### config.mk
export PLATFORM = sky130hd
export DESIGN_NAME = pacm_top
export DESIGN_NICKNAME = d
export VERILOG_FILES = /design/src/rtl/pacm_pkg.sv /design/src/rtl/pacm_ch1_engine.sv /design/src/rtl/pacm_top.sv
export SDC_FILE = /design/constraint.sdc
export NUM_CORES = 1
export LEC_CHECK = 0
export BUFFER_PORTS_ARGS = -buffer_cell sky130_fd_sc_hd__buf_2
export CORE_MARGIN = 3
export CORE_UTILIZATION = 47
export CTS_BUF_LIST = sky130_fd_sc_hd__clkbuf_16
export CTS_CLUSTER_DIAMETER = 50
export DETAILED_ROUTE_END_ITERATION = 6
export MAX_ROUTING_LAYER = met4
export PLACE_DENSITY_LB_ADDON = 0.05
export SLEW_MARGIN = 10
export SYNTH_ARGS = -nofsm -noshare
export SYNTH_HDL_FRONTEND = slang
export SYNTH_HIERARCHICAL = 1
export SYNTH_SLANG_ARGS = --single-unit
### constraint.sdc
create_clock -name clk_sys -period 2.8 [get_ports clk_sys]
set_clock_uncertainty 0.05 [all_clocks]
set_input_delay 0.56 -clock clk_sys [delete_from_list [all_inputs] [get_ports clk_sys]]
set_output_delay 0.56 -clock clk_sys [all_outputs]
set_load 0.02 [all_outputs]
### src/rtl/pacm_pkg.sv
package pacm_pkg;

  // ***********************************************
  // register addresses and field positions
  // ***********************************************
  localparam logic [7:0] ALIGN_SEL_ADDR   = 8'h9e;
  localparam logic [7:0] CH1_MODE_ADDR    = 8'hdb;
  localparam logic [7:0] ALIGN_SEL_RESET  = 8'h00;
  localparam logic [7:0] CH1_MODE_RESET   = 8'h00;
  localparam int         ALIGN_BITS       = 3;
  localparam int         CH0_ALIGN_BIT    = 0;
  localparam int         CH1_ALIGN_BIT    = 1;
  localparam int         CH2_ALIGN_BIT    = 2;
  localparam int         WIDE_PWM_BIT     = 7;
  localparam int         CMP_EN_BIT       = 6;
  localparam int         RISE_CAP_BIT     = 5;
  localparam int         FALL_CAP_BIT     = 4;
  localparam int         MATCH_FLAG_BIT   = 3;
  localparam int         TOGGLE_BIT       = 2;
  localparam int         PWM_BIT          = 1;
  localparam int         FLAG_IRQ_BIT     = 0;
  localparam int         COUNT_WIDTH      = 16;
  localparam int         NARROW_WIDTH     = 8;

  // ***********************************************
  // channel operating modes
  // ***********************************************
  typedef enum logic [4:0] {
    PACM_IDLE    = 5'b00001,
    PACM_CAPTURE = 5'b00010,
    PACM_TOGGLE  = 5'b00100,
    PACM_PWM     = 5'b01000,
    PACM_FREQ    = 5'b10000
  } pacm_mode_t;

endpackage : pacm_pkg

### src/rtl/pacm_ch1_engine.sv
`timescale 1ns/100ps
module pacm_ch1_engine (
  input  wire logic                              clk_sys,
  input  wire logic                              reset,
  input  wire logic [pacm_pkg::COUNT_WIDTH-1:0]  counter_value,
  input  wire logic [pacm_pkg::COUNT_WIDTH-1:0]  compare_value,
  input  wire pacm_pkg::pacm_mode_t              mode,
  input  wire logic                              wide_pwm_select,
  input  wire logic                              center_align,
  input  wire logic                              comparator_enable,
  input  wire logic                              rising_capture_enable,
  input  wire logic                              falling_capture_enable,
  input  wire logic                              match_flag_enable,
  input  wire logic                              ch1_input,
  output logic                                   ch1_output,
  output logic [pacm_pkg::COUNT_WIDTH-1:0]       capture_value,
  output logic                                   flag_set
);
  import pacm_pkg::*;

  logic                   input_prev_reg;
  logic                   out_reg;
  logic                   out_next;
  logic [COUNT_WIDTH-1:0] cap_reg;
  logic [COUNT_WIDTH-2:0] fold_wide;
  logic [NARROW_WIDTH-2:0] fold_narrow;
  logic                   level_wide;
  logic                   level_narrow;
  logic                   pwm_level;
  logic                   full_match;
  logic                   low_match;
  logic                   rise_edge;
  logic                   fall_edge;
  logic                   capture_hit;
  logic                   match_hit;

  // ***********************************************
  // event detection
  // ***********************************************
  assign full_match  = comparator_enable && (counter_value == compare_value);
  assign low_match   = comparator_enable &&
                       (counter_value[NARROW_WIDTH-1:0] == compare_value[NARROW_WIDTH-1:0]);
  assign rise_edge   = ch1_input && !input_prev_reg;
  assign fall_edge   = !ch1_input && input_prev_reg;
  // both enables together capture on every transition
  assign capture_hit = (rise_edge && rising_capture_enable) ||
                       (fall_edge && falling_capture_enable);
  assign match_hit   = full_match && match_flag_enable;
  assign flag_set    = capture_hit || match_hit;

  // ***********************************************
  // pwm level, edge or center aligned
  // ***********************************************
  // center alignment folds the count into a triangle so the pulse is symmetric
  assign fold_wide    = counter_value[COUNT_WIDTH-1] ? ~counter_value[COUNT_WIDTH-2:0]
                                                     : counter_value[COUNT_WIDTH-2:0];
  assign fold_narrow  = counter_value[NARROW_WIDTH-1] ? ~counter_value[NARROW_WIDTH-2:0]
                                                      : counter_value[NARROW_WIDTH-2:0];
  assign level_wide   = center_align ? ({fold_wide, 1'b0} < compare_value)
                                     : (counter_value < compare_value);
  assign level_narrow = center_align ?
                        ({fold_narrow, 1'b0} < compare_value[COUNT_WIDTH-1:NARROW_WIDTH]) :
                        (counter_value[NARROW_WIDTH-1:0] < compare_value[COUNT_WIDTH-1:NARROW_WIDTH]);
  assign pwm_level    = comparator_enable &&
                        (wide_pwm_select ? level_wide : level_narrow);

  always_comb begin
    case (mode)
      PACM_PWM:    out_next = pwm_level;
      PACM_FREQ:   out_next = low_match ? !out_reg : out_reg;
      PACM_TOGGLE: out_next = full_match ? !out_reg : out_reg;
      default:     out_next = out_reg;
    endcase
  end

  always_ff @(posedge clk_sys) begin
    if (reset) begin
      input_prev_reg <= 1'b0;
      out_reg        <= 1'b0;
      cap_reg        <= '0;
    end else begin
      input_prev_reg <= ch1_input;
      out_reg        <= out_next;
      if (capture_hit) begin
        cap_reg <= counter_value;
      end
    end
  end

  assign ch1_output    = out_reg;
  assign capture_value = cap_reg;
endmodule : pacm_ch1_engine

### src/rtl/pacm_top.sv
// Notes on behaviour
// - alignment bit per channel, 0 edge, 1 center
// - alignment ignored outside pwm modes
// - bit 7 picks narrow or 16-bit pwm
// - bit 6 enables counter to compare matching
// - bit 5 captures on rising input edge
// - bit 4 captures on falling input edge
// - bit 3 sets channel flag on match
// - bit 2 toggles output on match
// - bit 1 drives pwm waveform on output
// - toggle plus pwm gives frequency output
// - bit 0 gates flag onto interrupt request
`timescale 1ns/100ps
module pacm_top (
  input  wire logic                              clk_sys,
  input  wire logic                              reset,
  input  wire logic [7:0]                        sfr_addr,
  input  wire logic                              sfr_wr_en,
  input  wire logic [7:0]                        sfr_wdata,
  input  wire logic                              sfr_rd_en,
  output logic [7:0]                             sfr_rdata,
  input  wire logic [pacm_pkg::COUNT_WIDTH-1:0]  counter_value,
  input  wire logic [pacm_pkg::COUNT_WIDTH-1:0]  ch1_compare_value,
  input  wire logic                              ch0_pwm_active,
  input  wire logic                              ch2_pwm_active,
  input  wire logic                              ch1_input,
  input  wire logic                              ch1_event_flag,
  output logic                                   ch1_flag_set,
  output logic                                   ch1_irq_request,
  output logic                                   ch1_output,
  output logic [pacm_pkg::COUNT_WIDTH-1:0]       ch1_capture_value,
  output logic [pacm_pkg::ALIGN_BITS-1:0]        center_align_active
);
  import pacm_pkg::*;

  // ***********************************************
  // register file
  // ***********************************************
  logic [ALIGN_BITS-1:0] align_reg;
  logic [ALIGN_BITS-1:0] align_next;
  logic [7:0]            mode_reg;
  logic [7:0]            mode_next;
  logic [7:0]            rdata_reg;
  logic [7:0]            rdata_next;
  logic                  hit_align;
  logic                  hit_mode;
  logic [7:0]            align_view;

  assign hit_align  = (sfr_addr == ALIGN_SEL_ADDR);
  assign hit_mode   = (sfr_addr == CH1_MODE_ADDR);
  // only the three live bits are stored, so bits 7:3 cannot read back nonzero
  assign align_view = {{(8 - ALIGN_BITS){1'b0}}, align_reg};
  assign align_next = (sfr_wr_en && hit_align) ? sfr_wdata[ALIGN_BITS-1:0] : align_reg;
  assign mode_next  = (sfr_wr_en && hit_mode) ? sfr_wdata : mode_reg;
  // unmapped addresses read as zero
  assign rdata_next = !sfr_rd_en ? rdata_reg :
                      hit_align  ? align_view :
                      hit_mode   ? mode_reg : 8'h00;

  always_ff @(posedge clk_sys) begin
    if (reset) begin
      align_reg <= ALIGN_SEL_RESET[ALIGN_BITS-1:0];
      mode_reg  <= CH1_MODE_RESET;
      rdata_reg <= 8'h00;
    end else begin
      align_reg <= align_next;
      mode_reg  <= mode_next;
      rdata_reg <= rdata_next;
    end
  end

  assign sfr_rdata = rdata_reg;

  // ***********************************************
  // channel 1 mode fields
  // ***********************************************
  logic       wide_pwm_select;
  logic       comparator_enable;
  logic       rising_capture_enable;
  logic       falling_capture_enable;
  logic       match_flag_enable;
  logic       toggle_enable;
  logic       pwm_enable;
  logic       flag_interrupt_enable;
  pacm_mode_t ch1_mode;

  assign wide_pwm_select        = mode_reg[WIDE_PWM_BIT];
  assign comparator_enable      = mode_reg[CMP_EN_BIT];
  assign rising_capture_enable  = mode_reg[RISE_CAP_BIT];
  assign falling_capture_enable = mode_reg[FALL_CAP_BIT];
  assign match_flag_enable      = mode_reg[MATCH_FLAG_BIT];
  assign toggle_enable          = mode_reg[TOGGLE_BIT];
  assign pwm_enable             = mode_reg[PWM_BIT];
  assign flag_interrupt_enable  = mode_reg[FLAG_IRQ_BIT];

  // frequency output takes priority over plain pwm and plain toggle
  always_comb begin
    if (toggle_enable && pwm_enable) begin
      ch1_mode = PACM_FREQ;
    end else if (pwm_enable) begin
      ch1_mode = PACM_PWM;
    end else if (toggle_enable) begin
      ch1_mode = PACM_TOGGLE;
    end else if (rising_capture_enable || falling_capture_enable) begin
      ch1_mode = PACM_CAPTURE;
    end else begin
      ch1_mode = PACM_IDLE;
    end
  end

  // ***********************************************
  // alignment per channel
  // ***********************************************
  logic [ALIGN_BITS-1:0] pwm_active;
  logic                  ch1_pwm_active;

  assign ch1_pwm_active = (ch1_mode == PACM_PWM);
  assign pwm_active     = {ch2_pwm_active, ch1_pwm_active, ch0_pwm_active};

  genvar gi;
  generate
    for (gi = 0; gi < ALIGN_BITS; gi = gi + 1) begin : g_align
      // alignment has no meaning outside pwm, so it is masked there
      assign center_align_active[gi] = align_reg[gi] && pwm_active[gi];
    end
  endgenerate

  // ***********************************************
  // channel 1 engine and interrupt request
  // ***********************************************
  pacm_ch1_engine u_engine (
    .clk_sys                (clk_sys),
    .reset                  (reset),
    .counter_value          (counter_value),
    .compare_value          (ch1_compare_value),
    .mode                   (ch1_mode),
    .wide_pwm_select        (wide_pwm_select),
    .center_align           (center_align_active[CH1_ALIGN_BIT]),
    .comparator_enable      (comparator_enable),
    .rising_capture_enable  (rising_capture_enable),
    .falling_capture_enable (falling_capture_enable),
    .match_flag_enable      (match_flag_enable),
    .ch1_input              (ch1_input),
    .ch1_output             (ch1_output),
    .capture_value          (ch1_capture_value),
    .flag_set               (ch1_flag_set)
  );

  // the flag itself lives in the counter mode register outside this block
  assign ch1_irq_request = ch1_event_flag && flag_interrupt_enable;
endmodule : pacm_top

**After elaboration in Yosys (flattened, before gate mapping)**

Cells that the tools add are included.

- Register bits: 37
- Word-level logic and storage cells: 58

- Magnitude comparators: 4
- Eq/ne operators: 9
- Multiplexer cells: 14
- Bitwise operators: 2
- Reduce and logical (&&, ||, !) cells: 23

Operator list:

| cell | count |
|---|---|
| 16-bit < comparator | 2 |
| 16-bit equality test | 1 |
| 8-bit equality test (second input constant) | 2 |
| 8-bit < comparator | 2 |
| 8-bit two-way mux | 2 |
| 1-bit logical AND | 15 |
| 15-bit two-way mux | 1 |
| 15-bit inverter | 1 |
| 8-bit equality test | 1 |
| 7-bit two-way mux | 1 |
| 7-bit inverter | 1 |
| 5-bit by 3-bit equality test with 1-bit output (second input constant) | 1 |
| 5-bit by 4-bit equality test with 1-bit output (second input constant) | 1 |
| 5-bit equality test (second input constant) | 1 |
| 1-bit two-way mux | 5 |
| 5-bit two-way mux | 1 |
| 4-bit two-way mux | 1 |
| 2-bit by 1-bit != test with 1-bit output (second input constant) | 2 |
| 1-bit zero test | 3 |
| 1-bit logical OR | 3 |
| 3-bit two-way mux | 1 |
| 1-bit case mux with 3 select lines | 1 |
| 3-bit AND reduction | 1 |
| 3-bit nonzero test | 1 |
| 2-bit two-way mux | 1 |

**Logic depth before layout (Yosys ltp)**

Gate-level depths: netlist of the first run.

- Word-level depth: 11
- Depth in mapped cells: 10

**Cells and area by module**

The synthesis of the first run kept the hierarchy.

By module, submodules not included:

| module | instances | cells an instance | area an instance (um^2) |
|---|---|---|---|
| pacm_ch1_engine | 1 | 223 | 1951.9 |
| pacm_top | 1 | 104 | 965.9 |

**Worst setup path before layout of the first run**

No wires, ideal clock.

- Path kind: input to register
- From: input counter_value[15] (netlist name)
- To: register u_engine.out_reg, in the netlist u_engine/ch1_output
- Setup time: 0.079 ns
- Arrival: 2.596 ns
- Data required time: 2.671 ns
- Setup slack: 0.075 ns
- Cell stages on the path: 10
- Path buffers: 2
- Cells stage by stage: clkbuf_1 > buf_2 > xor2_1 > ha_1 > a21oi_1 > o21ai_0 > a221o_1 > a211oi_2 > o2111ai_1 > a211oi_2

- Longest elaborated chain between the ends: 6
- Elaborated cells between the ends (all ways): 11
- Those cells by class: order compare: 2; eq/ne: 2; mux: 4; reduce/logical: 3

Ends and longest elaborated chain:

| item | RTL line | text |
|---|---|---|
| start: declaration | pacm_top.sv:22 | `input wire logic [pacm_pkg::COUNT_WIDTH-1:0] counter_value,` |
| 15-bit two-way mux | pacm_ch1_engine.sv:55 | `assign fold_wide = counter_value[COUNT_WIDTH-1] ? ~counter_value[COUNT_WIDTH-2:0]` |
| 16-bit < comparator | pacm_ch1_engine.sv:59 | `assign level_wide = center_align ? ({fold_wide, 1'b0} < compare_value)` |
| 1-bit two-way mux | pacm_ch1_engine.sv:59 |  |
| 1-bit two-way mux | pacm_ch1_engine.sv:65 | `(wide_pwm_select ? level_wide : level_narrow);` |
| 1-bit logical AND | pacm_ch1_engine.sv:64 | `assign pwm_level = comparator_enable &&` |
| 1-bit case mux with 3 select lines | pacm_ch1_engine.sv:68 | `case (mode)` |
| end signal: assignment | pacm_ch1_engine.sv:83 | `out_reg <= out_next;` |
| end: declaration | pacm_ch1_engine.sv:22 | `logic out_reg;` |

Parallel ways exist; a longest one is shown, timed or not.
A chain may end at the register's enable or synchronous reset.

**Final worst setup path of the first run**

- From: input counter_value[7] (netlist name)
- To: output ch1_flag_set

- Longest elaborated chain between the ends: 4

Ends and longest elaborated chain:

| item | RTL line | text |
|---|---|---|
| 16-bit equality test | pacm_ch1_engine.sv:40 | `assign full_match = comparator_enable && (counter_value == compare_value);` |
| 1-bit logical AND | pacm_ch1_engine.sv:40 |  |
| 1-bit logical AND | pacm_ch1_engine.sv:48 | `assign match_hit = full_match && match_flag_enable;` |
| 1-bit logical OR | pacm_ch1_engine.sv:49 | `assign flag_set = capture_hit \|\| match_hit;` |
| end: declaration | pacm_top.sv:28 | `output logic ch1_flag_set,` |

Every way passes these cells.

==> summary.txt, run 1 <==
Status
  – Outcome: completed

Hold path
  – Min-Delay Path Class: reg -> reg
  – WHS Path Cells: 2
  – Hold Path Origin: sfr_rdata[4]
  – Hold EP: sfr_rdata[4]

Layout
  – Max FFs per register: 16
  – Fraction of layout cells with a size suffix above 1: 25.2%
  – Synthesis-to-finish area growth: 21.3%
  – Net count, final: 509
  – ANT cells: 0
  – Cell area after layout: 3540 sq um
  – Utilization after layout: 59.4%
  – Non-filler cells in the finished layout: 484

Worst setup path
  – Reg2reg path depth: 7
  – Reg2reg end: u_engine/ch1_output
  – Critical Path End Type: output port
  – Startpoint types: primary input
  – Cells along the critical path: buf_2, ha_1, nand4_1, nor3_1, a31o_2, buf_2
  – Slowest cell delay on critical path: 0.35 ns
  – Worst EP required: 2.19 ns
  – Worst Path Arrival: 1.93 ns
  – CP max FO: 11
  – Critical R2R Launch: mode_reg[1]
  – FF-to-FF setup slack: 0.86 ns
  – Top cell by count, worst path: buf_2
  – WS Path Type: in -> out
  – CP max stage cell: ha_1

Logic synthesis
  – Synth unique cells: 49
  – Synth cell count leaders: 45 x ha_1, 37 x dfxtp_1, 27 x mux2i_1, 26 x nand2b_1, 22 x xor2_1
  – Yosys top cell by area: dfxtp_1
  – Cell count after synthesis: 327
  – Yosys top cell area share: 25.4%
  – Post-synth EDFFs: 0
  – Async S/R FF share, synth: 0%
  – Synthesized cell area: 2920 sq um
  – Ys flop type: dfxtp_1
  – Yosys warnings: 6
  – Most frequent cell after synthesis: ha_1
  – Syn_nets: 428
  – Post-synthesis sequential area ratio: 25.4%
  – Top cells by area, synth: dfxtp_1 25%, ha_1 19%, mux2i_1 9.3%
  – Synth Register Bits: 37
  – Mean post-synth cell area: 8.92 sq um

Timing
  – Fin. Hold Viols: 0
  – Minimum clock period: 2.54 ns
  – Max Transition Viols Final: 0
  – Max transition margin: 64.7%
  – Count of final setup violators: 0
  – Max frequency: 0.394 GHz
  – Worst-Margin Slew: 0.530 ns
  – Hold_ws: 0.413 ns
  – Fin Setup TNS: 0 ns
  – Unrepaired setup endpoints after global routing: false
  – Fin crit share: 90.7%

Clock tree
  – CTS Buf Count: 5
  – Post-cts gate resize count: 0
  – Root Buffer: clkbuf_16
  – Clk slew on worst S/H paths: 0.06 ns
  – Post-CTS Setup Inserts: 0
  – Clock Latency Late Sink: 0.28 ns
  – CTS Buffer Depth: 2
  – H-tree lvl count: 2
  – Sink Count: 37
  – Hold-fix buffers, CTS: 0
  – Clock tree from TritonCTS: built

Placed design
  – DPL Wire Length: 5870 um
  – Placed cells: 476
  – Port Buffers: 85
  – Post-DP Area: 3400 sq um
  – GP Congestion: 0.890

Power
  – Logic pwr share: 20.7%
  – Switching power: 373 uW
  – Switching share of power: 27.6%
  – Pleak: 1.70 nW
  – Reg power frac: 39.0%
  – Internal: 981 uW
  – Clock Power Share: 40.3%
  – PwrDens: 383 nW/um^2
  – Maximum vdd drop: 0.000292 V

GRT
  – Met1 usage: 30.9%
  – First-pass GRT wire length: 12400 um
  – Tot GR Track Use: 22.0%
  – Met3 usage: 3.34%
  – GR peak layer: met2
  – Antenna violations before repair: 0
  – Pin count of the biggest net entering global routing: 35
  – Grt ovf: 0
  – Vias in the first global route: 2548
  – M2 GR Usage: 32.7%

Die
  – CORE AREA: 5960 sq um
  – Full die area: 7190 sq um
  – Die Wd: 84.8 um
  – Die H: 84.8 um
  – Num rows: 28
  – Starting Density: 49.0%
  – IO Count: 86

Run
  – Total of max-cap violations: 0

Drt
  – Iteration count of the initial detailed-routing pass: 4
  – DRT antenna net count: 0
  – Vias per cell: 5.34
  – Vias: 2585
  – Routed Wire Length: 7380 um
  – Detailed Route Iter0 Violations: 78
  – Remaining DRCs: 0
  – WL/cell: 15.3 um
layout by cell type, fill, tap and decap left out, drive strengths merged, types with 9 or more instances in the layout:
cell     n
a21oi   17
and2    11
buf     89
dfxtp   37
ha      45
inv     21
mux2i   27
nand2b  26
nand4    9
nor2    20
xor2    22
worst max-delay path by stage:
stage	from	endpoint	slack, ns	cells past startpoint
2_1_floorplan	counter_value[15]	u_engine/ch1_output	0.07	10
3_5_place_dp	counter_value[15]	u_engine/ch1_output	0.15	10
4_1_cts	counter_value[7]	ch1_flag_set	0.26	6
3_3_place_gp	counter_value[15]	u_engine/ch1_output	0.18	10
5_1_grt	counter_value[7]	ch1_flag_set	0.15	6
6_report	counter_value[7]	ch1_flag_set	0.26	6
metrics by stage:
| step | worst slack, ns | power (mW) |
|---|---|---|
| floorplan | 0.0748 | 0.716 |
| global placement | 0.181 | 0.811 |
| detailed placement | 0.147 | 0.817 |
| CTS | 0.255 | 1.36 |
| global route | 0.148 | 1.43 |
| finish | 0.259 | 1.35 |
cell families after synthesis:
group	Yosys count	synth area share [%]
xor gates and xnor gates	22	6.60
buffers and inverters	36	5.36
muxes	27	9.26
AOI/OAI and AO/OA	53	13.0
DFF	37	25.4
adders and majority gates	45	19.3
and+or+nand+nor	107	21.1
cell type report:
class / instances / area [sq um]
fillers: 558 / 2420
multi-input cells: 254 / 2030
flip-flops and latches: 37 / 741
repair buffers: 89 / 455
clock buffers: 5 / 125
well taps: 75 / 93.8
inverters: 21 / 78.8
clock inverters: 3 / 17.5
critical path, delay by kind of cell:
kind | cells | cell delay (ns)
and+or+nand+nor | 2 | 0.46
AOI/OAI and AO/OA | 1 | 0.19
buffers and inverters | 2 | 0.36
adders and majority gates | 1 | 0.35
layer usage:
layer,vias up,routed length [um],share of wire [%]
li1,1329,-,-
met1,1185,3740,51
met2,63,3250,44
met3,8,302,4.1
met4,0,89,1.2
met5,-,0,0
power by group through the flow:
stage | clock (mW) | combinational, mW | sequential [mW]
2_1_floorplan | 0 | 0.177 | 0.540
3_3_place_gp | 0 | 0.271 | 0.540
3_5_place_dp | 0 | 0.277 | 0.540
4_1_cts | 0.553 | 0.280 | 0.528
5_1_grt | 0.583 | 0.322 | 0.528
6_report | 0.546 | 0.280 | 0.528
Power figures use the tool's default switching activity.
==> run 2: changes to the inputs <==
- CELL_PAD_IN_SITES_DETAIL_PLACEMENT: default -> 0
- CELL_PAD_IN_SITES_GLOBAL_PLACEMENT: default -> 1
- CORE_UTILIZATION: 47 -> 35
==> run 2 against run 1 <==
Effect of this change: die area is 32% higher; fmax is 5.0% lower; critical path type unchanged; final area is 0.71% higher; setup slack worse by 0.13 ns; register-to-register slack worse by 0.12 ns.
==> summary.txt, run 2 (synthesized netlist as in run 1, its figures left out) <==
Status
  – Outcome: completed (unchanged)

Hold path
  – WHS Path Cells: 2 (unchanged)
  – Min-Delay Path Class: reg -> reg (unchanged)

Timing
  – Fin Setup TNS: 0 ns (unchanged)
  – Max transition margin: 49.9% (was 64.7%)
  – Worst-Margin Slew: 0.752 ns (was 0.530 ns)
  – Max frequency: 0.374 GHz (was 0.394 GHz)
  – Fin crit share: 95.5% (was 90.7%)
  – Final WS setup: 0.125 ns (was 0.259 ns)
  – Max Transition Viols Final: 0 (unchanged)
  – Minimum clock period: 2.68 ns (was 2.54 ns)
  – Count of final setup violators: 0 (unchanged)
  – Unrepaired setup endpoints after global routing: false (unchanged)
  – Fin. Hold Viols: 0 (unchanged)

Power
  – Pleak: 1.70 nW (about the same)
  – Final Total Pwr: 1.35 mW (about the same)
  – PwrDens: 380 nW/um^2 (was 383 nW/um^2)
  – Maximum vdd drop: 0.000230 V (was 0.000292 V)

Die
  – Die Wd: 97.3 um (was 84.8 um)
  – Full die area: 9470 sq um (was 7190 sq um)
  – Num rows: 32 (was 28)
  – CORE AREA: 7930 sq um (was 5960 sq um)
  – Starting Density: 36.8% (was 49.0%)
  – IO Count: 86 (unchanged)
  – Die H: 97.3 um (was 84.8 um)

Layout
  – Fillers: 805 (was 558)
  – ANT cells: 0 (unchanged)
  – Most frequent cells in the layout: 85 x buf_2, 45 x ha_1, 37 x dfxtp_1 (unchanged)
  – Max FFs per register: 16 (unchanged)
  – Synthesis-to-finish area growth: 22.1% (was 21.3%)
  – Fraction of layout cells with a size suffix above 1: 24.8% (was 25.2%)
  – Net count, final: 508 (was 509)
  – Commonest non-fill, non-tap cell in the layout: buf_2 (unchanged)
  – Non-filler cells in the finished layout: 510 (was 484)

Drt
  – DRT antenna net count: 0 (unchanged)
  – Iteration count of the initial detailed-routing pass: 6 (was 4)
  – Vias per cell: 4.94 (was 5.34)
  – Routed wl met2: 3180 um (was 3250 um)
  – Met1 Routed Length: 4300 um (was 3740 um)
  – Met3 wire len: 348 um (was 302 um)
  – Max layer used: met4 (unchanged)
  – Vias: 2519 (was 2585)
  – WL/cell: 15.4 um (was 15.3 um)
  – Remaining DRCs: 0 (unchanged)
  – Routed Wire Length: 7860 um (was 7380 um)
  – Detailed Route Iter0 Violations: 75 (was 78)

Worst setup path
  – Startpoint types: primary input (unchanged)
  – FF-to-FF setup slack: 0.74 ns (was 0.86 ns)
  – Reg2reg path depth: 7 (unchanged)
  – Worst Path Arrival: 2.07 ns (was 1.93 ns)
  – WS Path Type: in -> out (unchanged)
  – Worst EP required: 2.19 ns (about the same)
  – Critical Path End Type: output port (unchanged)
  – CP max FO: 8 (was 11)

Clock tree
  – H-tree lvl count: 2 (unchanged)
  – CTS Buf Count: 5 (unchanged)
  – Post-cts gate resize count: 0 (unchanged)
  – Sink Count: 37 (unchanged)
  – Clock tree from TritonCTS: built (unchanged)
  – Root Buffer: clkbuf_16 (unchanged)
  – Clock Latency Late Sink: 0.28 ns (about the same)
  – CTS Buffer Depth: 2 (unchanged)
  – Post-CTS Setup Inserts: 0 (unchanged)
  – Clk slew on worst S/H paths: 0.06 ns (about the same)
  – Hold-fix buffers, CTS: 0 (unchanged)

GRT
  – Pin count of the biggest net entering global routing: 47 (was 35)
  – Antenna violations before repair: 0 (unchanged)
  – First-pass GRT wire length: 13000 um (was 12400 um)
  – Vias in the first global route: 2532 (was 2548)
  – Grt ovf: 0 (unchanged)
  – Tot GR Track Use: 17.2% (was 22.0%)

Placed design
  – Post-placement worst setup slack: 0.0898 ns (was 0.147 ns)
  – DPL Wire Length: 6300 um (was 5870 um)
  – Port Buffers: 85 (unchanged)
  – Placed cells: 502 (was 476)
  – GP Congestion: 0.828 (was 0.890)

Run
  – Total of max-cap violations: 0 (unchanged)
==> run 2: cell count changes in the layout (fill, tap and decap cells not counted) <==
cell / change
buf_4: -1
clkinv_1: +1
clkinv_2: -1
clkinv_4: -1
inv_6: +1
==> run 2: through the flow <==
step                area (sq um)  utilization [%]  hold WS, ns
floorplan                   2920                -        0.407
global placement            3420             43.2        0.404
detailed placement          3420             43.2        0.407
CTS                         3560             44.9        0.418
global route                3560             44.9        0.438
finish                      3560             44.9        0.413
==> run 2: worst max-delay path: stages <==
cell and delay, ns:
buf_2 0.19, buf_4 0.19, ha_1 0.29, nand4_1 0.13
or2_1 0.32, inv_1 0.07, a31o_2 0.14, buf_2 0.16
==> run 2: cell type report <==
cell class	instances	area (sq um)	area share (%)
well taps	102	128	3.58
inverters	21	78.8	2.21
multi-input cells	254	2030	56.9
clock inverters	3	16.3	0.456
flip-flops and latches	37	741	20.8
repair buffers	88	448	12.6
clock buffers	5	125	3.51
==> run 2: where the power goes <==
| part | internal [mW] | leakage (nW) | switching (mW) |
|---|---|---|---|
| Clock | 0.327 | 0.0693 | 0.219 |
| Combinational | 0.127 | 1.33 | 0.155 |
| Sequential | 0.527 | 0.298 | 0.000806 |
| Total | 0.981 | 1.70 | 0.374 |
==> run 2: final timing paths <==
check | startpoint | endpoint
hold reg to reg | sfr_rdata[4] | sfr_rdata[4]
setup reg to reg | mode_reg[1] | u_engine/ch1_output
setup / recovery | counter_value[15] | ch1_flag_set
hold / removal | sfr_rdata[4] | sfr_rdata[4]
==> run 2: metal layers <==
metal | track usage, % | vias to the layer above
li1 | - | 1329
met1 | 25.8 | 1124
met2 | 24.0 | 62
met3 | 3.45 | 4
met4 | 2.98 | 0
met5 | - | -
